===== config.mk =====
export PLATFORM = sky130hd
export DESIGN_NAME = pbpd_ctrl
export DESIGN_NICKNAME = d
export VERILOG_FILES = /design/src/rtl/pbpd_pkg.sv /design/src/rtl/pbpd_ctrl.sv
export SDC_FILE = /design/constraint.sdc
export NUM_CORES = 1
export LEC_CHECK = 0
export ABC_AREA = 1
export BUFFER_PORTS_ARGS = -buffer_cell sky130_fd_sc_hd__buf_2
export CORE_UTILIZATION = 50
export DETAILED_ROUTE_END_ITERATION = 16
export PLACE_DENSITY = 0.73
export SLEW_MARGIN = 20
export SYNTH_ARGS = -nofsm -noshare
export SYNTH_HDL_FRONTEND = slang
export SYNTH_SLANG_ARGS = --single-unit
export TNS_END_PERCENT = 50

===== constraint.sdc =====
create_clock -name clk_in -period 7.1 [get_ports clk_in]
set_input_delay 1.42 -clock clk_in [delete_from_list [all_inputs] [get_ports clk_in]]
set_output_delay 1.42 -clock clk_in [all_outputs]
set_load 0.02 [all_outputs]

===== src/rtl/pbpd_pkg.sv =====
// pbpd_pkg: configuration offsets, field positions, resets and carrier types
// for the bridge's posting, flush and delayed-transaction control.
// assumes byte-wide configuration access at the printed indices.
package pbpd_pkg;
	localparam logic [7:0]  OFS_POST_ADDR1      = 8'h42;
	localparam logic [7:0]  OFS_POST_ADDR2      = 8'h44;
	localparam logic [7:0]  OFS_POST_ADDR3      = 8'h46;
	localparam logic [7:0]  OFS_POST_ADDR4      = 8'h48;
	localparam logic [7:0]  OFS_POST_CTRL       = 8'h4a;
	localparam logic [7:0]  OFS_FLUSH_CTRL      = 8'h4b;
	localparam logic [7:0]  OFS_ABORT_LIMIT     = 8'h4c;
	localparam logic [15:0] RST_POST_ADDR       = 16'h0000;
	localparam logic [7:0]  RST_POST_CTRL       = 8'h00;
	localparam logic [7:0]  RST_FLUSH_CTRL      = 8'h00;
	localparam logic [7:0]  RST_ABORT_LIMIT     = 8'h04;
	localparam int          FLUSH_CFG_BIT       = 3;
	localparam int          FLUSH_STPGNT_BIT    = 2;
	localparam int          FLUSH_HALT_BIT      = 1;
	localparam int          FLUSH_SHUT_BIT      = 0;
	localparam logic [3:0]  FLUSH_RSVD_MASK     = 4'h0;
	localparam int          NUM_POST            = 4;
	localparam int          DT_LATENCY_CLKS     = 8;

	typedef enum logic [1:0] {CYC_CONFIG, CYC_STPGNT, CYC_HALT, CYC_SHUT} pbpd_cyc_t;

	typedef struct packed {
		logic        wr;
		logic        rd;
		logic [7:0]  addr;
		logic [7:0]  wdata;
	} pbpd_cfg_req_t;

	typedef struct packed {
		logic        valid;
		logic [15:0] addr;
		logic [3:0]  be;
	} pbpd_io_wr_t;

	typedef struct packed {
		logic        valid;
		logic [3:0]  master;
		logic [26:0] line;
		logic        is_read;
	} pbpd_tgt_req_t;
endpackage


===== src/rtl/pbpd_ctrl.sv =====
// pbpd_ctrl: posted i/o write match, write-buffer flush ahead of special
// cycles, and delayed-transaction retry / abort control.
// assumes one clock; host, pci and buffer strobes are synchronous to it.
`timescale 1ns/1ps
module pbpd_ctrl #(
	parameter int LAT_CLKS = pbpd_pkg::DT_LATENCY_CLKS
) (
	// clock and reset
	input  wire logic                    clk_in,
	input  wire logic                    reset_in,
	// configuration access
	input  wire pbpd_pkg::pbpd_cfg_req_t cfg_in,
	output logic [7:0]                   cfg_rdata_out,
	// host i/o write
	input  wire pbpd_pkg::pbpd_io_wr_t   io_wr_in,
	output logic                         io_post_out,
	output logic [3:0]                   io_post_be_out,
	// special cycle requests toward pci master
	input  wire logic                    cyc_req_in,
	input  wire pbpd_pkg::pbpd_cyc_t     cyc_type_in,
	input  wire logic                    mwb_empty_in,
	output logic                         mwb_flush_out,
	output logic                         cyc_issue_out,
	output pbpd_pkg::pbpd_cyc_t          cyc_issue_type_out,
	// pci target side delayed transactions
	input  wire pbpd_pkg::pbpd_tgt_req_t tgt_in,
	input  wire logic                    int_done_in,
	output logic                         tgt_retry_out,
	output logic                         tgt_complete_out,
	output logic                         int_start_out,
	output logic                         dt_abort_out
);
	import pbpd_pkg::*;

	logic [15:0] post_addr_q [NUM_POST];
	logic [7:0]  post_ctrl_q;
	logic [7:0]  flush_ctrl_q;
	logic [7:0]  abort_limit_q;

	function automatic logic [7:0] post_ofs(input int i);
		post_ofs = OFS_POST_ADDR1 + 8'(2 * i);
	endfunction

	// configuration registers, byte writes at printed indices
	always_ff @(posedge clk_in or posedge reset_in) begin
		if (reset_in) begin
			for (int i = 0; i < NUM_POST; i++) begin
				post_addr_q[i] <= RST_POST_ADDR;
			end
			post_ctrl_q   <= RST_POST_CTRL;
			flush_ctrl_q  <= RST_FLUSH_CTRL;
			abort_limit_q <= RST_ABORT_LIMIT;
		end else if (cfg_in.wr) begin
			for (int i = 0; i < NUM_POST; i++) begin
				if (cfg_in.addr == post_ofs(i)) begin
					post_addr_q[i][7:0] <= cfg_in.wdata;
				end
				if (cfg_in.addr == post_ofs(i) + 8'h01) begin
					post_addr_q[i][15:8] <= cfg_in.wdata;
				end
			end
			if (cfg_in.addr == OFS_POST_CTRL) begin
				post_ctrl_q <= cfg_in.wdata;
			end
			if (cfg_in.addr == OFS_FLUSH_CTRL) begin
				flush_ctrl_q <= {FLUSH_RSVD_MASK, cfg_in.wdata[3:0]};
			end
			if (cfg_in.addr == OFS_ABORT_LIMIT) begin
				abort_limit_q <= cfg_in.wdata;
			end
		end
	end

	logic [7:0] rd_d;
	always_comb begin
		rd_d = 8'h00;
		for (int i = 0; i < NUM_POST; i++) begin
			if (cfg_in.addr == post_ofs(i)) begin
				rd_d = post_addr_q[i][7:0];
			end
			if (cfg_in.addr == post_ofs(i) + 8'h01) begin
				rd_d = post_addr_q[i][15:8];
			end
		end
		if (cfg_in.addr == OFS_POST_CTRL) begin
			rd_d = post_ctrl_q;
		end
		if (cfg_in.addr == OFS_FLUSH_CTRL) begin
			rd_d = flush_ctrl_q;
		end
		if (cfg_in.addr == OFS_ABORT_LIMIT) begin
			rd_d = abort_limit_q;
		end
	end

	always_ff @(posedge clk_in or posedge reset_in) begin
		if (reset_in) begin
			cfg_rdata_out <= 8'h00;
		end else if (cfg_in.rd) begin
			cfg_rdata_out <= rd_d;
		end
	end

	// posting match: one comparator per address, results or-ed per byte
	logic [3:0] hit_be [NUM_POST];
	genvar g;
	generate
		for (g = 0; g < NUM_POST; g++) begin : g_match
			logic [1:0] lane;
			logic [3:0] run;
			assign lane = post_addr_q[g][1:0];
			// starting lane and every enabled lane above it without a gap
			always_comb begin
				run = 4'h0;
				if (io_wr_in.be[lane]) begin
					run[lane] = 1'b1;
					for (int b = 1; b < 4; b++) begin
						if (b > int'(lane) && run[b - 1] && io_wr_in.be[b]) begin
							run[b] = 1'b1;
						end
					end
				end
			end
			always_comb begin
				hit_be[g] = 4'h0;
				if (io_wr_in.valid && post_ctrl_q[2 * g]
					&& io_wr_in.addr[15:2] == post_addr_q[g][15:2]) begin
					if (post_ctrl_q[2 * g + 1]) begin
						hit_be[g] = run;
					end else begin
						hit_be[g] = 4'(io_wr_in.be & (4'h1 << lane));
					end
				end
			end
		end
	endgenerate

	logic [3:0] post_be_d;
	always_comb begin
		post_be_d = 4'h0;
		for (int i = 0; i < NUM_POST; i++) begin
			post_be_d = post_be_d | hit_be[i];
		end
	end

	always_ff @(posedge clk_in or posedge reset_in) begin
		if (reset_in) begin
			io_post_out    <= 1'b0;
			io_post_be_out <= 4'h0;
		end else begin
			io_post_out    <= |post_be_d;
			io_post_be_out <= post_be_d;
		end
	end

	// flush-before-issue sequencer
	typedef enum logic [1:0] {SQ_IDLE, SQ_FLUSH, SQ_ISSUE} pbpd_seq_t;
	pbpd_seq_t seq_q;
	pbpd_cyc_t pend_q;
	logic      need_flush;
	always_comb begin
		unique case (cyc_type_in)
			CYC_CONFIG: need_flush = flush_ctrl_q[FLUSH_CFG_BIT];
			CYC_STPGNT: need_flush = flush_ctrl_q[FLUSH_STPGNT_BIT];
			CYC_HALT:   need_flush = flush_ctrl_q[FLUSH_HALT_BIT];
			CYC_SHUT:   need_flush = flush_ctrl_q[FLUSH_SHUT_BIT];
		endcase
	end

	always_ff @(posedge clk_in or posedge reset_in) begin
		if (reset_in) begin
			seq_q              <= SQ_IDLE;
			pend_q             <= CYC_CONFIG;
			mwb_flush_out      <= 1'b0;
			cyc_issue_out      <= 1'b0;
			cyc_issue_type_out <= CYC_CONFIG;
		end else begin
			cyc_issue_out <= 1'b0;
			unique case (seq_q)
				SQ_IDLE: begin
					if (cyc_req_in) begin
						pend_q <= cyc_type_in;
						if (need_flush) begin
							seq_q         <= SQ_FLUSH;
							mwb_flush_out <= 1'b1;
						end else begin
							cyc_issue_out      <= 1'b1;
							cyc_issue_type_out <= cyc_type_in;
						end
					end
				end
				SQ_FLUSH: begin
					if (mwb_empty_in) begin
						mwb_flush_out <= 1'b0;
						seq_q         <= SQ_ISSUE;
					end
				end
				SQ_ISSUE: begin
					cyc_issue_out      <= 1'b1;
					cyc_issue_type_out <= pend_q;
					seq_q              <= SQ_IDLE;
				end
				default: begin
					seq_q <= SQ_IDLE;
				end
			endcase
		end
	end

	// delayed transaction tracking
	logic        dt_busy_q;
	logic        dt_done_q;
	logic [3:0]  dt_master_q;
	logic [26:0] dt_line_q;
	logic        dt_read_q;
	logic [7:0]  miss_cnt_q;
	logic        same_m, same_l, limit_hit;
	assign same_m    = tgt_in.master == dt_master_q;
	assign same_l    = tgt_in.line == dt_line_q;
	assign limit_hit = (miss_cnt_q + 8'h01) == abort_limit_q;

	always_ff @(posedge clk_in or posedge reset_in) begin
		if (reset_in) begin
			dt_busy_q        <= 1'b0;
			dt_done_q        <= 1'b0;
			dt_master_q      <= 4'h0;
			dt_line_q        <= 27'h0;
			dt_read_q        <= 1'b0;
			miss_cnt_q       <= 8'h00;
			tgt_retry_out    <= 1'b0;
			tgt_complete_out <= 1'b0;
			int_start_out    <= 1'b0;
			dt_abort_out     <= 1'b0;
		end else begin
			tgt_retry_out    <= 1'b0;
			tgt_complete_out <= 1'b0;
			int_start_out    <= 1'b0;
			dt_abort_out     <= 1'b0;
			if (int_done_in && dt_busy_q) begin
				dt_done_q <= 1'b1;
			end
			if (tgt_in.valid) begin
				if (!dt_busy_q) begin
					// target latency is always over the limit, so start delayed
					tgt_retry_out <= 1'b1;
					int_start_out <= 1'b1;
					dt_busy_q     <= 1'b1;
					dt_done_q     <= 1'b0;
					dt_master_q   <= tgt_in.master;
					dt_line_q     <= tgt_in.line;
					dt_read_q     <= tgt_in.is_read;
					miss_cnt_q    <= 8'h00;
				end else if (same_m && same_l) begin
					if (dt_done_q || int_done_in) begin
						tgt_complete_out <= 1'b1;
						dt_busy_q        <= 1'b0;
						dt_done_q        <= 1'b0;
					end else begin
						tgt_retry_out <= 1'b1;
					end
				end else if (same_m && dt_read_q) begin
					tgt_retry_out <= 1'b1;
					if (limit_hit) begin
						dt_abort_out  <= 1'b1;
						int_start_out <= 1'b1;
						dt_done_q     <= 1'b0;
						dt_line_q     <= tgt_in.line;
						dt_read_q     <= tgt_in.is_read;
						miss_cnt_q    <= 8'h00;
					end else begin
						miss_cnt_q <= miss_cnt_q + 8'h01;
					end
				end else begin
					tgt_retry_out <= 1'b1;
				end
			end
		end
	end

	// checks
	exact_byte_a: assert property (@(posedge clk_in) disable iff (reset_in)
		(io_wr_in.valid && post_ctrl_q[6] && !post_ctrl_q[7]
		 && io_wr_in.addr[15:2] == post_addr_q[3][15:2]
		 && post_ctrl_q[5:0] == 6'h00)
		|=> (io_post_be_out & ~(4'h1 << $past(post_addr_q[3][1:0]))) == 4'h0)
		else $error("exact mode posted a neighbouring byte");
	post_disabled_a: assert property (@(posedge clk_in) disable iff (reset_in)
		($past(post_ctrl_q[0]) == 1'b0 && $past(post_ctrl_q[2]) == 1'b0
		 && $past(post_ctrl_q[4]) == 1'b0 && $past(post_ctrl_q[6]) == 1'b0)
		|-> !io_post_out)
		else $error("post with every enable clear");
	below_start_a: assert property (@(posedge clk_in) disable iff (reset_in)
		(post_ctrl_q == 8'hc0 && io_wr_in.valid)
		|=> (io_post_be_out & ((4'h1 << $past(post_addr_q[3][1:0])) - 4'h1)) == 4'h0)
		else $error("byte below start address posted");
	flush_wait_a: assert property (@(posedge clk_in) disable iff (reset_in)
		(seq_q == SQ_FLUSH && !mwb_empty_in) |=> !cyc_issue_out)
		else $error("cycle issued before buffer empty");
	no_flush_a: assert property (@(posedge clk_in) disable iff (reset_in)
		(seq_q == SQ_IDLE && cyc_req_in && !need_flush)
		|=> cyc_issue_out && !mwb_flush_out)
		else $error("unflushed cycle not issued at once");
	flush_issue_a: assert property (@(posedge clk_in) disable iff (reset_in)
		(seq_q == SQ_FLUSH && mwb_empty_in) |=> ##1 cyc_issue_out)
		else $error("cycle not issued after buffer emptied");
	flush_start_a: assert property (@(posedge clk_in) disable iff (reset_in)
		(seq_q == SQ_IDLE && cyc_req_in && need_flush) |=> mwb_flush_out && !cyc_issue_out)
		else $error("flush not requested");
	first_retry_a: assert property (@(posedge clk_in) disable iff (reset_in)
		(tgt_in.valid && !dt_busy_q) |=> tgt_retry_out && int_start_out)
		else $error("new cycle not retried and started");
	complete_a: assert property (@(posedge clk_in) disable iff (reset_in)
		(tgt_in.valid && dt_busy_q && same_m && same_l && dt_done_q)
		|=> tgt_complete_out && !tgt_retry_out)
		else $error("finished delayed cycle not completed");
	abort_limit_a: assert property (@(posedge clk_in) disable iff (reset_in)
		(tgt_in.valid && dt_busy_q && same_m && !same_l && dt_read_q && limit_hit)
		|=> dt_abort_out && int_start_out && tgt_retry_out)
		else $error("abort missing at limit");
endmodule


* After elaboration in Yosys (flattened, before gate mapping)
Index checks and enable logic that the tools add are counted.
** Word-level totals
- Flip-flop bits (word level) :: 151
- Input port bits :: 79
- Output and inout port bits :: 21
- Word-level logic and storage cells :: 263
** Operators by class
- Add/sub/neg operators :: 1
- Magnitude comparators :: 20
- Equal/unequal tests :: 30
- Shift operators :: 4
- Multiplexer cells :: 108
- Bitwise gates (word level) :: 8
- Reduce and logical (&&, ||, !) cells :: 63
** Operators with widths (count)
- two-way mux 8 bit :: 15
- two-way mux 27 bit :: 4
- == test 8 x 7 -> 1 bit, second input constant :: 11
- two-way mux 1 bit :: 59
- == test 14 bit :: 4
- two-way mux 4 bit :: 12
- logical AND 1 bit :: 39
- == test 27 bit :: 1
- AND reduction 2 bit :: 13
- bitwise AND 4 bit :: 4
- > comparator 2 bit, first input constant :: 8
- left shift 1 x 2 -> 4 bit, first input constant :: 4
- < comparator 2 x 3 -> 1 bit, second input constant :: 4
- bitwise OR 4 bit :: 3
- two-way mux 2 bit :: 5
- != test 2 bit, second input constant :: 5
- AND reduction 3 bit :: 3
- adder 8 x 1 -> 8 bit, second input constant :: 1
- binary-select mux 1 bit (select 2 bit) :: 4
- demux 1 bit (select 2 bit) :: 4
- == test 8 bit :: 1
- >= comparator 2 x 1 -> 1 bit, second input constant :: 4
- > comparator 1 x 2 -> 1 bit, first input constant :: 4
- case mux 2 bit (2 select lines) :: 2
- other kinds (12) :: 20

* Logic depth before layout (Yosys ltp)
- Depth after elaboration :: 22
- Mapped depth :: 14
- Mapped depth without buffers :: 13

* Least setup slack after synthesis
Ideal clock, no wire load.
- Path kind :: input -> register
- Start point :: input cfg_in[15] (netlist name)
- End point :: register post_ctrl_q[1]
- Data arrival time :: 2.613 ns
- Data required time :: 6.967 ns
- Setup slack :: 4.354 ns
- Stages :: 11
- Buffers on the path :: 1
- Cell sequence :: inv_1 > nand2_1 > nor2_4 > nand3_1 > inv_1 > nand3_1 > inv_1 > nand2_1 > buf_2 > nand2_1 > o21ai_0
** Between the ends
- Cells in the longest elaborated chain, start to end :: 2
** Ends and longest elaborated chain
- start: declaration :: line pbpd_ctrl.sv:12 : input wire pbpd_pkg::pbpd_cfg_req_t cfg_in,
- == test 8 x 7 -> 1 bit :: line pbpd_ctrl.sv:62 : if (cfg_in.addr == OFS_POST_CTRL) begin
- AND reduction 2 bit (no source line)
- end signal: assignment :: line pbpd_ctrl.sv:63 : post_ctrl_q <= cfg_in.wdata;
- end: declaration :: line pbpd_ctrl.sv:36 : logic [7:0] post_ctrl_q;
Every way passes these cells.
A chain may end at the register's enable or synchronous reset.

* Final worst setup path
- Start point :: input tgt_in[7] (netlist name)
- End point :: register dt_line_q[20]
** Between the ends
- Cells in the longest elaborated chain, start to end :: 4
** Ends and longest elaborated chain
- start: declaration :: line pbpd_ctrl.sv:26 : input wire pbpd_pkg::pbpd_tgt_req_t tgt_in,
- == test 27 bit :: line pbpd_ctrl.sv:219 : assign same_l = tgt_in.line == dt_line_q;
- logical AND 1 bit :: line pbpd_ctrl.sv:253 : end else if (same_m && same_l) begin
- != test 2 bit (no source line)
- AND reduction 4 bit (no source line)
- end signal: assignment :: line pbpd_ctrl.sv:250 : dt_line_q <= tgt_in.line;
- end signal: assignment :: line pbpd_ctrl.sv:267 : dt_line_q <= tgt_in.line;
- end: declaration :: line pbpd_ctrl.sv:214 : logic [26:0] dt_line_q;
Every way passes these cells.

==> results.toml <==
[floorplan]
die_w_um = 132
core_area_um2 = 16500
initial_utilization_pct = 51.0
dieArea_um2 = 17400
die_y_um = 132
num_io_pins = 100
rows = 47

[worst_setup_path]
worst_setup_path_end_kind = "register"
cp.arrival_ns = 3.64
regToRegStartpoint = "dt_line_q[6]"
crit_buf_inv = 1
path_max_fanout = 42
crit_chain = "buf_2 > xnor2_1 > nand2_1 > nor3_1 > nand2_1 > nor2_1 > nand2_1 > nand2_1 > nand2_2 > nand2_4 > nand2_1 > nand2_1"
cpMostUsedCell = "nand2_1"
start_kind = "primary input"
slowest_stage = "nand2_2"
worstSetupStartpoint = "tgt_in[7]"
worstSetupPathType = "primary input to register"
cp_top_family = "simple AND/OR/NAND/NOR gates"
required_ns = 7.47
cp_slowest_stage_delay_ns = 0.51

[routing]
drt-pass1-iter-count = 6
wl_per_cell_um = 16.0
drcViolationCount = 0
antenna_left = 0
first_iter_violations = 692
viasPerCell = 5.36
vias = 7841
routed_wl_um = 23400

[global_route]
grt_max_degree = 99
grt_use_met3_pct = 4.69
use_met2_pct = 43.5
antenna_found_initial = 0
overflow = 0
grt_pass1_wl_um = 37600
grt.met1_usage_pct = 39.8
grt_pass1_vias = 7200
busiest_layer = "met2"
grt.total_usage_pct = 28.1

[pwr]
power.leakage_nw = 4.64
worst_ir_drop_vdd_mv = 0.172
p_per_area_nw_per_um2 = 251

[sta]
final_hold_viol_count = 0
fin_worst_skew_ns = 0.00734
hold_slack_ns = 0.480
fin_tns_setup_ns = 0
fmax_mhz = 307
fin_crit_sh_pct = 45.9
worstMarginPinSlew_ns = 0.894
rsz0062_at_grt = "false"
setup_viol = 0
drv_slew = 0
worst_slack_ns = 3.84
maxSlewHeadroom_pct = 40.4
fin_crit_ns = 3.26

[layout]
fin_nets = 1309
drive_gt1_share_pct = 12.1
fin_util_pct = 58.6
nFillCells = 1561
antenna_cells = 0
finalNonFillerCells = 1462
area_growth_pct = 14.8

[logic_synthesis]
synth.avg_cell_area_um2 = 7.36
ys_types = 39
synth_area_leaders = "dfrtp_1 45%, nand2_1 15%, o21ai_0 8.5%"
synth_top_area_share_pct = 44.5
synth-edff-count = 0
async_reset_ff_share_pct = 100
ys_warn_count = 0
ys_ff_latch = 151
netlist_top_cells_count = "342 x nand2_1, 150 x dfrtp_1, 144 x o21ai_0"
syn-num-nets = 1226
netlist_area_um2 = 8430
synth.most_common_cell = "nand2_1"
syn_inst = 1146
yosysTopAreaCell = "dfrtp_1"
yosysSeqAreaShare_pct = 44.8
dominantRegCellSynth = "dfrtp_1"

[cts]
ctsResizeCount = 0
cts.path.max_buffers = 2
htree_levels = 4
clock_sinks = 151
worstSkewPairLatency_ns = 0.44
cts_tree = "done"
cts-hold-fix-buffers = 0
cts_buffers = 17
clk_pin_slew_ns = 0.06
clockRootBuffer = "clkbuf_16"
cts_setup_buffers = 0

[placement]
io_buffer_count = 97
gp_congestion = 0.971
hpwlAfterDp_um = 16800
dp_slack_ns = 3.36
dp_cells = 1430

[min_path]
hold_class = "register to register"
hold_start = "cfg_rdata_out[0]"

[status]
run_status = "complete, no violations"

[run]
drv_cap = 0
==> stage by stage <==
step	total power, W	cell area (um^2)
3_3_place_gp	0.00144	9050
5_1_grt	0.00254	9680
6_report	0.00243	9680
2_1_floorplan	0.00134	8430
4_1_cts	0.00243	9680
3_5_place_dp	0.00145	9050
==> sequential cells by signal, indices dropped and copies added, names as in the netlist, 2 cells and up <==
| name | cells |
|---|---|
| abort_limit_q | 8 |
| cfg_rdata_out | 8 |
| cyc_issue_type_out | 2 |
| dt_line_q | 27 |
| dt_master_q | 4 |
| flush_ctrl_q | 4 |
| g_match.lane | 8 |
| io_post_be_out | 4 |
| miss_cnt_q | 8 |
| pend_q | 2 |
| post_addr_q | 56 |
| post_ctrl_q | 8 |
| seq_q | 2 |
==> report_power, final <==
part / internal [W] / leakage, nW / total, W / switching [W]
logic: 0.000156 / 2.32 / 0.000383 / 0.000227
clock network: 0.000604 / 0.308 / 0.000986 / 0.000383
registers: 0.000966 / 2.00 / 0.00106 / 0.0000922
total: 0.00173 / 4.64 / 0.00243 / 0.000702
==> worst register-to-register path, delay by kind of cell (launching register included) <==
kind          cells  cell delay (ns)
simple gates     10             1.97
flops             1             0.39
xor+xnor          1             0.16
==> per-layer routing <==
layer	vias to the layer above	part of all wire, %
met5	-	0
li1	3875	-
met4	0	1.9
met2	297	45
met1	3642	46
met3	27	6.7
==> area by class of cell <==
cell class | instances | area (um^2) | share of cell area, %
multi-input combinational | 847 | 4070 | 42.0
sequential | 151 | 3780 | 39.0
timing repair buffer | 98 | 493 | 5.09
clock buffer | 20 | 447 | 4.61
inverter | 114 | 433 | 4.47
tap | 220 | 275 | 2.84
clock inverter | 12 | 188 | 1.94
==> cell usage in the layout, fill, tap and decap left out, drive strengths merged, types with 4 or more instances in the layout <==
| cell | instances |
|---|---|
| o21ai | 146 |
| mux2 | 4 |
| inv | 118 |
| o22ai | 20 |
| buf | 98 |
| nand3 | 86 |
| a21oi | 25 |
| nor2 | 112 |
| bufinv | 4 |
| dfrtp | 150 |
| nor3 | 10 |
| nand4 | 17 |
| nand2 | 345 |
| clkbuf | 20 |
| xnor2 | 32 |
| or2 | 5 |
| xor2 | 26 |
==> logic make-up after synthesis <==
group,synth area share [%]
adder cells (fa/ha/maj),0.148
AO/OA/AOI/OAI,12.8
AND/OR/NAND/NOR,28.7
flip-flops,44.8
buffers and inverters,6.97
XOR/XNOR,6.02
multiplexers,0.534
==> worst paths after layout <==
check                                   endpoint  depth (start not counted)  slack [ns]
worst max register to register     dt_line_q[20]                         11        4.51
max in group asynchronous        flush_ctrl_q[1]                          3        4.69
worst min-delay path            cfg_rdata_out[0]                          2        0.48
min in group asynchronous        post_addr_q[42]                          2        1.19
worst min register to register  cfg_rdata_out[0]                          2        0.48
worst max-delay path               dt_line_q[20]                         12        3.84
Power figures use the tool's default switching activity.
